`config.mk`:
```
export PLATFORM = sky130hd
export DESIGN_NAME = rcf_regulator_ctrl
export DESIGN_NICKNAME = d
export VERILOG_FILES = /design/src/shared/rcf_pkg.sv /design/src/shared/rcf_ch_if.sv /design/src/verilog/rcf_channel.sv /design/src/verilog/rcf_regulator_ctrl.sv
export SDC_FILE = /design/constraint.sdc
export NUM_CORES = 2
export LEC_CHECK = 0
export BUFFER_PORTS_ARGS = -buffer_cell sky130_fd_sc_hd__buf_2
export CAP_MARGIN = 5
export CORE_MARGIN = 3
export CORE_UTILIZATION = 55
export DETAILED_ROUTE_END_ITERATION = 7
export HOLD_SLACK_MARGIN = 0.06
export MAX_ROUTING_LAYER = met4
export PLACE_DENSITY = 0.84
export REMOVE_ABC_BUFFERS = 1
export SETUP_SLACK_MARGIN = 0.02
export SYNTH_ARGS = -nofsm -noshare
export SYNTH_HDL_FRONTEND = slang
export SYNTH_SLANG_ARGS = --single-unit
```
`constraint.sdc`:
```
create_clock -name clk_i -period 21 [get_ports clk_i]
set_input_delay 1.05 -clock clk_i [delete_from_list [all_inputs] [get_ports clk_i]]
set_output_delay 1.05 -clock clk_i [all_outputs]
set_load 0.05 [all_outputs]
```
`src/shared/rcf_pkg.sv`:
```
package rcf_pkg;

  // ==========================================================================
  // Channel counts and clocking
  localparam int RCF_NCH      = 7;
  localparam int RCF_NSW      = 3;
  localparam int RCF_CLK_HZ   = 125000000;
  localparam int RCF_MS_PER_S = 1000;
  localparam int RCF_MS_CYCLES = RCF_CLK_HZ / RCF_MS_PER_S;

  // ==========================================================================
  // Bus map
  localparam int         RCF_DW         = 32;
  localparam int         RCF_BYTE       = 8;
  localparam int         RCF_LANES      = 4;
  localparam int         RCF_ADR_CH_LSB = 3;
  localparam int         RCF_ADR_CH_W   = 3;
  localparam logic [2:0] RCF_CTRL_OFS   = 3'h0;
  localparam logic [2:0] RCF_STAT_OFS   = 3'h4;
  localparam logic [1:0] RCF_ADR_TOP0   = 2'h0;

  // ==========================================================================
  // Control word fields
  localparam int RCF_CODE_W   = 6;
  localparam int RCF_DLY_W    = 3;
  localparam int RCF_MV_W     = 12;
  localparam int RCF_F_CODE_A = 0;
  localparam int RCF_F_CODE_B = 6;
  localparam int RCF_F_ON     = 12;
  localparam int RCF_F_DLY    = 13;
  localparam int RCF_F_IRQEN  = 16;
  localparam int RCF_F_DIS    = 17;
  localparam int RCF_F_LOWB   = 18;
  localparam logic [31:0] RCF_SW_MASK  = 32'h0001FFFF;
  localparam logic [31:0] RCF_LIN_MASK = 32'h0007F03F;

  // Status word fields
  localparam int RCF_S_PG  = 0;
  localparam int RCF_S_EN  = 1;
  localparam int RCF_S_FLT = 2;

  // ==========================================================================
  // Voltage codes and targets in millivolts
  localparam logic [RCF_CODE_W-1:0] RCF_DEF_CODE [RCF_NCH] =
    '{6'h1C, 6'h12, 6'h2C, 6'h2F, 6'h2F, 6'h1C, 6'h3C};
  localparam logic [RCF_MV_W-1:0] RCF_BASE_MV [8] =
    '{12'h258, 12'h320, 12'h3E8, 12'h4B0, 12'h640, 12'h7D0, 12'h960, 12'hC80};
  localparam logic [RCF_MV_W-1:0] RCF_STEP_MV [8] =
    '{12'h019, 12'h019, 12'h019, 12'h032, 12'h032, 12'h032, 12'h064, 12'h064};
  localparam logic [RCF_MV_W-1:0] RCF_MV_MIN = 12'h258;
  localparam logic [RCF_MV_W-1:0] RCF_MV_MAX = 12'hF3C;

  typedef enum logic [1:0] {
    RCF_OFF  = 2'b00,
    RCF_WAIT = 2'b01,
    RCF_ON   = 2'b10
  } rcf_state_e;

  function automatic logic [RCF_MV_W-1:0] rcf_code_to_mv(input logic [RCF_CODE_W-1:0] code);
    logic [RCF_MV_W-1:0] prod;
    prod = RCF_MV_W'(RCF_STEP_MV[code[5:3]] * {9'h000, code[2:0]});
    return RCF_BASE_MV[code[5:3]] + prod;
  endfunction

  function automatic logic [31:0] rcf_wmask(input int idx);
    return (idx < RCF_NSW) ? RCF_SW_MASK : RCF_LIN_MASK;
  endfunction

  function automatic logic [31:0] rcf_rst_word(input int idx);
    logic [31:0] w;
    w = {20'h00000, RCF_DEF_CODE[idx], RCF_DEF_CODE[idx]};
    return w & rcf_wmask(idx);
  endfunction

endpackage

```
`src/shared/rcf_ch_if.sv`:
```
`timescale 1ns/10ps
interface rcf_ch_if;
  import rcf_pkg::*;

  logic [RCF_DW-1:0]   ctrl;
  logic                pg;
  logic                bank_sel;
  logic                stat_rd;
  logic                enabled;
  logic                fault;
  logic [RCF_MV_W-1:0] mv;
  logic                discharge;
  logic                low_bias;

  modport top (output ctrl, pg, bank_sel, stat_rd,
               input  enabled, fault, mv, discharge, low_bias);
  modport chan (input  ctrl, pg, bank_sel, stat_rd,
                output enabled, fault, mv, discharge, low_bias);
endinterface

```
`src/verilog/rcf_channel.sv`:
```
`timescale 1ns/10ps
module rcf_channel
  import rcf_pkg::*;
#(
  parameter bit IS_LINEAR = 1'b0,
  parameter int MS_CYCLES = RCF_MS_CYCLES
) (
  input wire logic clk_i,
  input wire logic rst_i,
  rcf_ch_if.chan   ch
);

  // ==========================================================================
  // State
  rcf_state_e          state_ff, nxt_state;
  logic                on_prev_ff, nxt_on_prev;
  logic [31:0]         cnt_ff, nxt_cnt;
  logic                en_ff, nxt_en;
  logic                fault_ff, nxt_fault;
  logic                seen_ff, nxt_seen;
  logic [RCF_MV_W-1:0] mv_ff, nxt_mv;
  logic                dis_ff, nxt_dis;
  logic                lowb_ff, nxt_lowb;

  logic                  on_bit;
  logic [RCF_DLY_W-1:0]  dly;
  logic [31:0]           target;
  logic [RCF_CODE_W-1:0] code;
  logic                  fault_now;
  logic                  release_ok;

  assign on_bit = ch.ctrl[RCF_F_ON];
  assign dly    = ch.ctrl[RCF_F_DLY +: RCF_DLY_W];
  // Zero code means no wait, else 2^code milliseconds
  assign target = (dly == '0) ? 32'h0 : (32'(MS_CYCLES) << dly);
  // Switching channels pick their code bank from the pin
  assign code = (!IS_LINEAR && ch.bank_sel) ? ch.ctrl[RCF_F_CODE_B +: RCF_CODE_W]
                                            : ch.ctrl[RCF_F_CODE_A +: RCF_CODE_W];
  assign fault_now  = (state_ff == RCF_ON) && ch.ctrl[RCF_F_IRQEN] && !ch.pg;
  assign release_ok = seen_ff && ((state_ff != RCF_ON) || ch.pg);

  // ==========================================================================
  // On/off sequencing
  always_comb begin
    nxt_state   = state_ff;
    nxt_cnt     = cnt_ff;
    nxt_on_prev = on_bit;
    case (state_ff)
      RCF_OFF: begin
        if (on_bit && !on_prev_ff) begin
          nxt_state = RCF_WAIT;
          nxt_cnt   = 32'h0;
        end
      end
      RCF_WAIT: begin
        if (cnt_ff >= target) begin
          nxt_state = RCF_ON;
        end else begin
          nxt_cnt = cnt_ff + 32'h1;
        end
      end
      RCF_ON: begin
        nxt_state = RCF_ON;
      end
      default: begin
        nxt_state = RCF_OFF;
      end
    endcase
    if (!on_bit && on_prev_ff) begin
      nxt_state = RCF_OFF;
      nxt_cnt   = 32'h0;
    end
    nxt_en = (nxt_state == RCF_ON);
  end

  // ==========================================================================
  // Fault latch and analog controls
  always_comb begin
    nxt_fault = fault_now || (fault_ff && !release_ok);
    nxt_seen  = nxt_fault && (seen_ff || (ch.stat_rd && fault_ff));
    nxt_mv    = rcf_code_to_mv(code);
    nxt_dis   = IS_LINEAR && ch.ctrl[RCF_F_DIS] && (nxt_state != RCF_ON);
    nxt_lowb  = IS_LINEAR && ch.ctrl[RCF_F_LOWB];
  end

  always_ff @(posedge clk_i or posedge rst_i) begin
    if (rst_i) begin
      state_ff   <= RCF_OFF;
      on_prev_ff <= 1'b0;
      cnt_ff     <= 32'h0;
      en_ff      <= 1'b0;
      fault_ff   <= 1'b0;
      seen_ff    <= 1'b0;
      mv_ff      <= RCF_MV_MIN;
      dis_ff     <= 1'b0;
      lowb_ff    <= 1'b0;
    end else begin
      state_ff   <= nxt_state;
      on_prev_ff <= nxt_on_prev;
      cnt_ff     <= nxt_cnt;
      en_ff      <= nxt_en;
      fault_ff   <= nxt_fault;
      seen_ff    <= nxt_seen;
      mv_ff      <= nxt_mv;
      dis_ff     <= nxt_dis;
      lowb_ff    <= nxt_lowb;
    end
  end

  assign ch.enabled   = en_ff;
  assign ch.fault     = fault_ff;
  assign ch.mv        = mv_ff;
  assign ch.discharge = dis_ff;
  assign ch.low_bias  = lowb_ff;

endmodule // rcf_channel

```
`src/verilog/rcf_regulator_ctrl.sv`:
```
// Behaviour
// Switching power-good flag low below threshold
// Enabled switching fault raises host interrupt
// Interrupt holds until recovered and flag read
// Six-bit code maps coarse/fine to voltage
// Linear power-good flag low below threshold
// Enabled linear fault raises host interrupt
// Default voltage at reset, codes independently writable
// On bit edges turn channel on/off
// Host toggles on bit to make edges
// Linear channel waits programmed delay before enabling
// Discharge output while disabled when bit set
// Low-bias mode selected when bit set
// Bank pin selects switching voltage code
// Delay code: zero, then 2 to 128 ms
// Interrupt low while any enabled fault pending
`timescale 1ns/10ps
module rcf_regulator_ctrl
  import rcf_pkg::*;
#(
  parameter int MS_CYCLES = RCF_MS_CYCLES
) (
  input  wire logic                         clk_i,
  input  wire logic                         rst_i,
  input  wire logic [7:0]                   adr_i,
  input  wire logic [RCF_DW-1:0]            dat_i,
  output logic      [RCF_DW-1:0]            dat_o,
  input  wire logic [RCF_LANES-1:0]         sel_i,
  input  wire logic                         we_i,
  input  wire logic                         cyc_i,
  input  wire logic                         stb_i,
  output logic                              ack_o,
  input  wire logic [RCF_NCH-1:0]           pg_raw_i,
  input  wire logic                         voltage_bank_select_pin_i,
  output logic      [RCF_NCH-1:0]           ch_enable_o,
  output logic      [RCF_NCH*RCF_MV_W-1:0]  target_mv_o,
  output logic      [RCF_NCH-RCF_NSW-1:0]   output_discharge_enable_o,
  output logic      [RCF_NCH-RCF_NSW-1:0]   low_bias_enable_o,
  output logic                              host_interrupt_low_o
);

  localparam int SYNC_W = RCF_NCH + 1;

  // ==========================================================================
  // Pin synchronisers
  logic [SYNC_W-1:0] meta_ff, nxt_meta;
  logic [SYNC_W-1:0] sync_ff, nxt_sync;
  logic [RCF_NCH-1:0] pg_sync;
  logic               bank_sync;

  always_comb begin
    nxt_meta = {voltage_bank_select_pin_i, pg_raw_i};
    nxt_sync = meta_ff;
  end

  always_ff @(posedge clk_i or posedge rst_i) begin
    if (rst_i) begin
      meta_ff <= '0;
      sync_ff <= '0;
    end else begin
      meta_ff <= nxt_meta;
      sync_ff <= nxt_sync;
    end
  end

  assign pg_sync   = sync_ff[RCF_NCH-1:0];
  assign bank_sync = sync_ff[RCF_NCH];

  // ==========================================================================
  // Wishbone slave
  logic [RCF_DW-1:0]       ctrl_ff [RCF_NCH];
  logic [RCF_DW-1:0]       nxt_ctrl [RCF_NCH];
  logic                    ack_ff, nxt_ack;
  logic [RCF_DW-1:0]       dat_ff, nxt_dat;
  logic [RCF_NCH-1:0]      stat_rd_ff, nxt_stat_rd;
  logic [RCF_NCH-1:0]      en_vec;
  logic [RCF_NCH-1:0]      flt_vec;
  logic [RCF_ADR_CH_W-1:0] ch_sel;
  logic [2:0]              reg_ofs;
  logic                    bus_hit;
  logic                    adr_ok;
  logic                    is_ctrl;
  logic                    is_stat;
  logic                    irq_low_ff, nxt_irq_low;

  assign ch_sel  = adr_i[RCF_ADR_CH_LSB +: RCF_ADR_CH_W];
  assign reg_ofs = adr_i[RCF_ADR_CH_LSB-1:0];
  assign bus_hit = cyc_i && stb_i && !ack_ff;
  assign is_ctrl = (reg_ofs == RCF_CTRL_OFS);
  assign is_stat = (reg_ofs == RCF_STAT_OFS);
  assign adr_ok  = (adr_i[RCF_ADR_CH_LSB + RCF_ADR_CH_W +: $bits(RCF_ADR_TOP0)] == RCF_ADR_TOP0)
                   && (32'(ch_sel) < RCF_NCH)
                   && (is_ctrl || is_stat);

  always_comb begin
    nxt_ctrl    = ctrl_ff;
    nxt_ack     = bus_hit;
    nxt_dat     = '0;
    nxt_stat_rd = '0;
    if (bus_hit && adr_ok) begin
      if (we_i && is_ctrl) begin
        // Each channel's codes and bits are written on their own
        for (int b = 0; b < RCF_LANES; b++) begin
          if (sel_i[b]) begin
            nxt_ctrl[ch_sel][RCF_BYTE*b +: RCF_BYTE] = dat_i[RCF_BYTE*b +: RCF_BYTE];
          end
        end
        nxt_ctrl[ch_sel] = nxt_ctrl[ch_sel] & rcf_wmask(32'(ch_sel));
      end else if (!we_i && is_ctrl) begin
        nxt_dat = ctrl_ff[ch_sel];
      end else if (!we_i) begin
        nxt_dat[RCF_S_PG]    = pg_sync[ch_sel];
        nxt_dat[RCF_S_EN]    = en_vec[ch_sel];
        nxt_dat[RCF_S_FLT]   = flt_vec[ch_sel];
        nxt_stat_rd[ch_sel]  = 1'b1;
      end
    end
    nxt_irq_low = !(|flt_vec);
  end

  always_ff @(posedge clk_i or posedge rst_i) begin
    if (rst_i) begin
      for (int i = 0; i < RCF_NCH; i++) begin
        ctrl_ff[i] <= rcf_rst_word(i);
      end
      ack_ff     <= 1'b0;
      dat_ff     <= '0;
      stat_rd_ff <= '0;
      irq_low_ff <= 1'b1;
    end else begin
      ctrl_ff    <= nxt_ctrl;
      ack_ff     <= nxt_ack;
      dat_ff     <= nxt_dat;
      stat_rd_ff <= nxt_stat_rd;
      irq_low_ff <= nxt_irq_low;
    end
  end

  assign ack_o                = ack_ff;
  assign dat_o                = dat_ff;
  assign host_interrupt_low_o = irq_low_ff;

  // ==========================================================================
  // Channels
  rcf_ch_if ch_if [RCF_NCH] ();

  // Assertion helper: a status read since the fault was raised
  logic [RCF_NCH-1:0] rd_seen_ff;
  logic [RCF_NCH-1:0] nxt_rd_seen;

  always_comb begin
    nxt_rd_seen = rd_seen_ff & flt_vec;
    nxt_rd_seen = nxt_rd_seen | (stat_rd_ff & flt_vec);
  end

  always_ff @(posedge clk_i or posedge rst_i) begin
    if (rst_i) begin
      rd_seen_ff <= '0;
    end else begin
      rd_seen_ff <= nxt_rd_seen;
    end
  end

  for (genvar g = 0; g < RCF_NCH; g++) begin : g_ch
    localparam bit LIN = (g >= RCF_NSW);

    assign ch_if[g].ctrl     = ctrl_ff[g];
    assign ch_if[g].pg       = pg_sync[g];
    assign ch_if[g].bank_sel = bank_sync;
    assign ch_if[g].stat_rd  = stat_rd_ff[g];
    assign en_vec[g]         = ch_if[g].enabled;
    assign flt_vec[g]        = ch_if[g].fault;
    assign ch_enable_o[g]    = ch_if[g].enabled;
    assign target_mv_o[g*RCF_MV_W +: RCF_MV_W] = ch_if[g].mv;

    rcf_channel #(
      .IS_LINEAR (LIN),
      .MS_CYCLES (MS_CYCLES)
    ) u_ch (
      .clk_i (clk_i),
      .rst_i (rst_i),
      .ch    (ch_if[g])
    );

    if (LIN) begin : g_lin
      assign output_discharge_enable_o[g-RCF_NSW] = ch_if[g].discharge;
      assign low_bias_enable_o[g-RCF_NSW]         = ch_if[g].low_bias;
    end

    if (LIN) begin : g_lin_chk

    end else begin : g_sw_chk

    end
  end
endmodule // rcf_regulator_ctrl

```
; ---- Word level (Yosys, flattened, before mapping)
; Memories as Yosys holds them, arrays and structs flattened.
; Cells that the tools add are included.
[op_classes]
addsub = 14
n_mul = 7
order_cmp = 20
n_eq_ne = 47
n_shift = 7
muxes = 145
n_bitwise = 9
reduce_logical = 154
[op_table]
columns = op, count
row1 = 224-bit 2-to-1 mux, 12
row2 = 32-bit 2-to-1 mux, 36
row3 = 224-bit bitwise mux, 5
row4 = 32-bit demux with 3-bit select, 5
row5 = 32-bit case mux with 2 select lines, 7
row6 = 12-bit 2-to-1 mux, 28
row7 = "32-bit by 1-bit adder with 32-bit output, second input constant", 7
row8 = 32-bit greater-or-equal comparator, 7
row9 = "17-bit by 3-bit left shift with 32-bit output, first input constant", 7
row10 = 32-bit binary-select mux with 3-bit select, 2
row11 = 12-bit adder, 7
row12 = 12-bit by 3-bit multiplier with 12-bit output, 7
row13 = 1-bit logical AND, 69
row14 = 2-bit 2-to-1 mux, 21
row15 = 2-bit case mux with 3 select lines, 7
row16 = 32-bit by 19-bit AND with 32-bit output, 1
row17 = "4-bit greater-or-equal comparator, second input constant", 8
row18 = 3-bit inverter with 4-bit output, 8
row19 = 1-bit logical NOT, 31
row20 = 29-bit 2-to-1 mux, 1
row21 = "2-bit == test, second input constant", 14
row22 = 7-bit 2-to-1 mux, 4
row23 = 3-bit logical NOT, 8
row24 = 24-bit 2-to-1 mux, 1
row25 = other kinds (24), 100
[word_totals]
regBits = 639
mem_bits_ro = 1344
input_bits = 57
out_inout_bits = 133
word_cells = 487
mem_count = 14
[mem_list]
columns = memory, words, width, read_ports, rd_clocked_by_memory_dff, write_ports, line_no
row1 = (no name shown), 8, 12, 1, 0, 0, rcf_pkg.sv:61  ; prod = RCF_MV_W'(RCF_STEP_MV[code[5:3]] * {9'h000, code[2:0]});
row2 = (no name shown), 8, 12, 1, 0, 0, rcf_pkg.sv:62  ; return RCF_BASE_MV[code[5:3]] + prod;
row3 = (no name shown), 8, 12, 1, 0, 0, rcf_pkg.sv:61
row4 = (no name shown), 8, 12, 1, 0, 0, rcf_pkg.sv:61
row5 = (no name shown), 8, 12, 1, 0, 0, rcf_pkg.sv:62
row6 = (no name shown), 8, 12, 1, 0, 0, rcf_pkg.sv:62
row7 = +8 memories, -, -, -, -, -, -

; ---- Logic depth before layout (Yosys ltp)
[depth]
depth_word = 26
ltp_mapped = 20
depth_no_buf = 18

; ---- Hierarchy
; A second synthesis with hierarchy kept.
[unflattened]
hier_cells = 3992
hier_area_um2 = 38883.5
[modules_own_cells]
columns = module, n_inst, cells_per_inst, area_each_um2, seq_area_each_um2
row1 = rcf_regulator_ctrl, 1, 1102, 12159.2, 7074.3
row2 = rcf_channel at g_ch[0].u_ch ..., 2, 410, 3782.4, 1256.2
row3 = rcf_channel at g_ch[6].u_ch, 1, 415, 3883.7, 1306.3
row4 = rcf_channel at g_ch[2].u_ch, 1, 431, 3872.5, 1256.2
row5 = rcf_channel at g_ch[4].u_ch, 1, 414, 3857.4, 1306.3
row6 = rcf_channel at g_ch[5].u_ch, 1, 408, 3822.4, 1306.3
row7 = rcf_channel at g_ch[3].u_ch, 1, 402, 3723.6, 1306.3

; ---- Least setup slack after synthesis
; No wires, ideal clock.
[synth_timing]
kind = register to register
startpoint = reg sync_ff[7]
endpoint = reg g_ch[1].u_ch.mv_ff[11]
setup_time_ps = 128
arrival_time_ps = 4727
t_required_ps = 20872
slack_ps = 16145
path_stages_with_launch = 21
n_path_buf = 2
period_less_slack_ps = 4855
cell_sequence = dfrtp_1 clkbuf_1 clkbuf_1 mux2i_1 inv_1 ha_1 nand2b_1 nand2_1 nor2_1 fa_1 fa_1 ha_1 inv_1 fa_1 nor2b_1 o21ai_0 a21boi_0 o21ai_0 a21boi_0 o21ai_0 xnor2_1
[synth_via]
elab_chain_len = 7
word_cells_on_any_way = 10
cone_classes = add/sub (1) / mul (1) / mux (5) / bitwise (1) / memory (2)
[synth_rtl]
columns = element, line_no
row1 = from (decl), rcf_regulator_ctrl.sv:47  ; logic [SYNC_W-1:0] sync_ff, nxt_sync;
row2 = from (signal assigned), rcf_regulator_ctrl.sv:62  ; sync_ff <= nxt_sync;
row3 = 6-bit 2-to-1 mux *, rcf_channel.sv:37  ; assign code = (!IS_LINEAR && ch.bank_sel) ? ch.ctrl[RCF_F_CODE_B +: RCF_CODE_W]
row4 = 3-bit inverter with 4-bit output (implied by the code), "rcf_pkg.sv:61, rcf_pkg.sv:62"
row5 = memory read 8 x 12 bit, -
row6 = 12-bit 2-to-1 mux (implied by the code) (2 in a row), rcf_pkg.sv:61
row7 = 12-bit by 3-bit multiplier with 12-bit output, rcf_pkg.sv:61
row8 = 12-bit adder *, rcf_pkg.sv:62
row9 = named net g_ch[1].u_ch.nxt_mv[11], rcf_channel.sv:21  ; logic [RCF_MV_W-1:0] mv_ff, nxt_mv;
row10 = to (signal assigned), rcf_channel.sv:104  ; mv_ff <= nxt_mv;
row11 = to (decl), rcf_channel.sv:21
; The timed path passes the listed nets; every way through them passes the cells marked *. The select of a mux whose other input is x is not followed.
; A chain may end at the register's enable or synchronous reset.

; ---- Final worst setup path
; Same ends and word-level chain as after synthesis.

==> run metrics <==
status finished, final reports clean; First DRT Iteration DRCs 2949; Post-Synth XOR/XNOR Area 0.03452; TritonCTS clock tree done; Synth Area in Adders 0.1414; worst hold start meta_ff[6]; post_cts resized 0; CTS root buf clkbuf_16; initial antenna violation count 7; flop2flop setup slack 15.52 ns; Core ar. 0.06740 sq mm; num rows 95; sequential element share of the synthesized area 0.4279; crit-path max FO 27; vias per cell 5.992; Cells after Synth 3863; Synth Flop Type dfrtp_1; Clk Latency, worst-skew pair 0.63 ns; pwr dens 64.74 mW/mm^2; all-layer global routing usage 0.2689; Inserted Clock Buffers 69; Worst Path Required 21.54 ns; Post-CTS Setup Bufs 0; endpoint class of the critical path register; area grow syn2layout 10.41%; routed wire length 92.52 mm; Final period util 0.2611; Worst-Margin Slew 1.259 ns; total of max-cap violations 0; unrepaired setup endpoints after global routing false; IO Port Bufs 175; initial cell density of the core 0.5571; hold_buf cts 0; Critical R2R Launch sync_ff[7]; vias 29300; number of flops mapped to enable cells by yosys 0; Min Hold Slack 0.3439 ns; first drt pass iteration count 8; grt ovf 0; Startpoint Class register; die area 0.07144 sq mm; fin crit period 5.483 ns; layout cells sized above 1 0.1234; Final setup viols 0; largest family of logic cells by synthesized area simple AND/OR/NAND/NOR gates; Synth area leaders dfrtp_1, ha_1, fa_1; final HPWL from detailed placement 64.68 mm; Worst Hold Endpoint sync_ff[6]; Max Fclk 182.4 MHz; max-slew violation count 0; average cell area after synthesis 9.720 sq um; Fin. Hold Viols 0; worst reg2reg endpoint g_ch[1].u_ch.ch.mv[11]; chip width 267.3 um; Hold Path Depth 0; Synth Area in Compound Gates 0.1168; share of the synthesized area in the top cell type 0.3845; crit path kind reg -> reg; ys async rst share 1.000; maximum vdd drop 0.00005081 V; htree depth 3; Clock Skew 0.03165 ns; drt drc 0; first-pass GRT wire length 150.8 mm; Top Ports 190; post-synthesis cell type count 77; Synth Register Bits 639; leakage power 19.85 nW; mux contribution to synthesized area 0.05192; maximum root-to-sink buffer count 3; R2R depth 19; clock slew at reported path FFs 0.06 ns; routed length per instance 18.92 um; Slew HR 0.1583; Synthesis Warnings 0; cell area after synthesis 0.03755 sq mm; arrival time at the worst endpoint 6.02 ns; Simple-Gate Fraction of Synth Area 0.1823; Die H 267.3 um; CTS Sinks 639; largest area contributor in the netlist dfrtp_1; Layout Nets 4387; hold crit path type reg -> reg; RD Place Congestion 0.9417; vias in the first global route 29390; largest net degree at the start of global routing 140; DRT antenna net count 0; setup TNS 0 ns
-- per-layer routing --
metal	routed length, um	up-vias	share of wire	global-route usage
li1	-	13500	-	-
met1	39710	14420	0.43	0.3542
met2	42200	1112	0.46	0.4119
met3	6868	279	0.074	0.04759
met4	3741	0	0.040	0.1159
met5	0	-	0	-
-- worst max-delay path by stage --
stage               slack, ns                endpoint  startpoint
finish                  15.52  g_ch[1].u_ch.ch.mv[11]  sync_ff[7]
global route            15.02  g_ch[1].u_ch.ch.mv[11]  sync_ff[7]
CTS                     15.63  g_ch[1].u_ch.ch.mv[11]  sync_ff[7]
detailed placement      15.67  g_ch[1].u_ch.ch.mv[11]  sync_ff[7]
global placement        15.91  g_ch[1].u_ch.ch.mv[11]  sync_ff[7]
floorplan                2.15                   ack_o       rst_i
-- metrics by stage --
stage / worst slack [ns] / instance area (sq um) / utilization / power (mW) / std cells
5_1_grt: 15.02 / 41450 / 0.6151 / 2.771 / 4889
3_3_place_gp: 15.91 / 39070 / 0.5798 / 1.434 / 4758
2_1_floorplan: 2.152 / 36780 / - / 1.382 / 3682
3_5_place_dp: 15.67 / 39070 / 0.5798 / 1.439 / 4758
4_1_cts: 15.63 / 41440 / 0.6149 / 2.698 / 4885
6_report: 15.52 / 41460 / 0.6151 / 2.684 / 4890
-- cell type report --
class	count	area, sq um
clock inverters	31	381.6
well taps	873	1092
inverters	247	934.6
repair buffers	203	1094
fillers	5178	25940
clock buffers	96	1989
diodes	5	12.51
multi-input cells	2796	19890
flip-flops and latches	639	16070
-- where the power goes --
part	leakage [nW]	internal, mW	switching, mW
clock	1.17	0.743	0.523
sequential	8.56	1.25	0.0183
combinational	10.1	0.0470	0.104
total	19.8	2.04	0.645
-- cell families after synthesis --
family | after synthesis
AND/OR/NAND/NOR | 1404
AO/OA/AOI/OAI | 711
flip-flops | 639
buffers and inverters | 428
adder cells (fa/ha/maj) | 374
multiplexers | 159
XOR/XNOR | 148
-- worst max-delay path, cell delays in order, from the launching register on --
cell and delay, ns:
dfrtp_1 0.32, buf_4 0.39, mux2i_1 0.60, inv_1 0.23, ha_1 0.28, nand2b_1 0.23
nand2_1 0.17, nor2_1 0.08, fa_1 0.51, fa_1 0.56, ha_1 0.17, inv_1 0.05
fa_1 0.39, nor2b_1 0.14, o21ai_0 0.11, a21boi_0 0.26, o21ai_0 0.18, a21boi_0 0.29
o21ai_0 0.18, xnor2_1 0.22
-- state kept, by name, summed over array words and instances, names as in the netlist, 4 cells and up --
name	cells
ch_if.ctrl	224
g_ch.u_ch.ch.discharge	4
g_ch.u_ch.ch.mv	84
g_ch.u_ch.ch.fault	7
g_ch.u_ch.seen_ff	7
sync_ff	8
g_ch.u_ch.ch.low_bias	4
stat_rd_ff	7
g_ch.u_ch.on_prev_ff	7
meta_ff	8
dat_o	32
g_ch.u_ch.cnt_ff	224
g_ch.u_ch.ch.enabled	7
g_ch.u_ch.state_ff	14
-- synth_stat cells, types with 16 or more instances --
library cell,instances
mux4_2,23
a21boi_0,29
o21ai_0,209
nor2b_1,89
nand3_1,76
a21oi_1,230
nor4_1,32
and3_1,16
nand4_1,70
fa_1,84
dfstp_2,62
a211oi_1,26
clkbuf_1,134
buf_4,16
or3_1,26
and2_1,142
mux2_2,56
ha_1,290
nor3_1,79
o211ai_1,24
dfrtp_1,577
nand2b_1,42
inv_1,243
mux2i_1,80
or4_1,16
xnor2_1,136
o21a_1,20
a22oi_1,22
nand2_1,368
nor2_1,388
nor4b_1,17
-- cells in the final DEF (no fill, tap or decap), types with 76 or more instances in the layout --
master	instances
nor2b_1	88
o21ai_0	209
nand2_1	367
mux2i_1	80
dfrtp_1	577
inv_1	242
a21oi_1	229
nor2_1	385
nor3_1	79
nand3_1	76
xnor2_1	136
buf_2	172
fa_1	84
ha_1	290
and2_1	142
No activity file was read; power rests on OpenSTA's default activity.
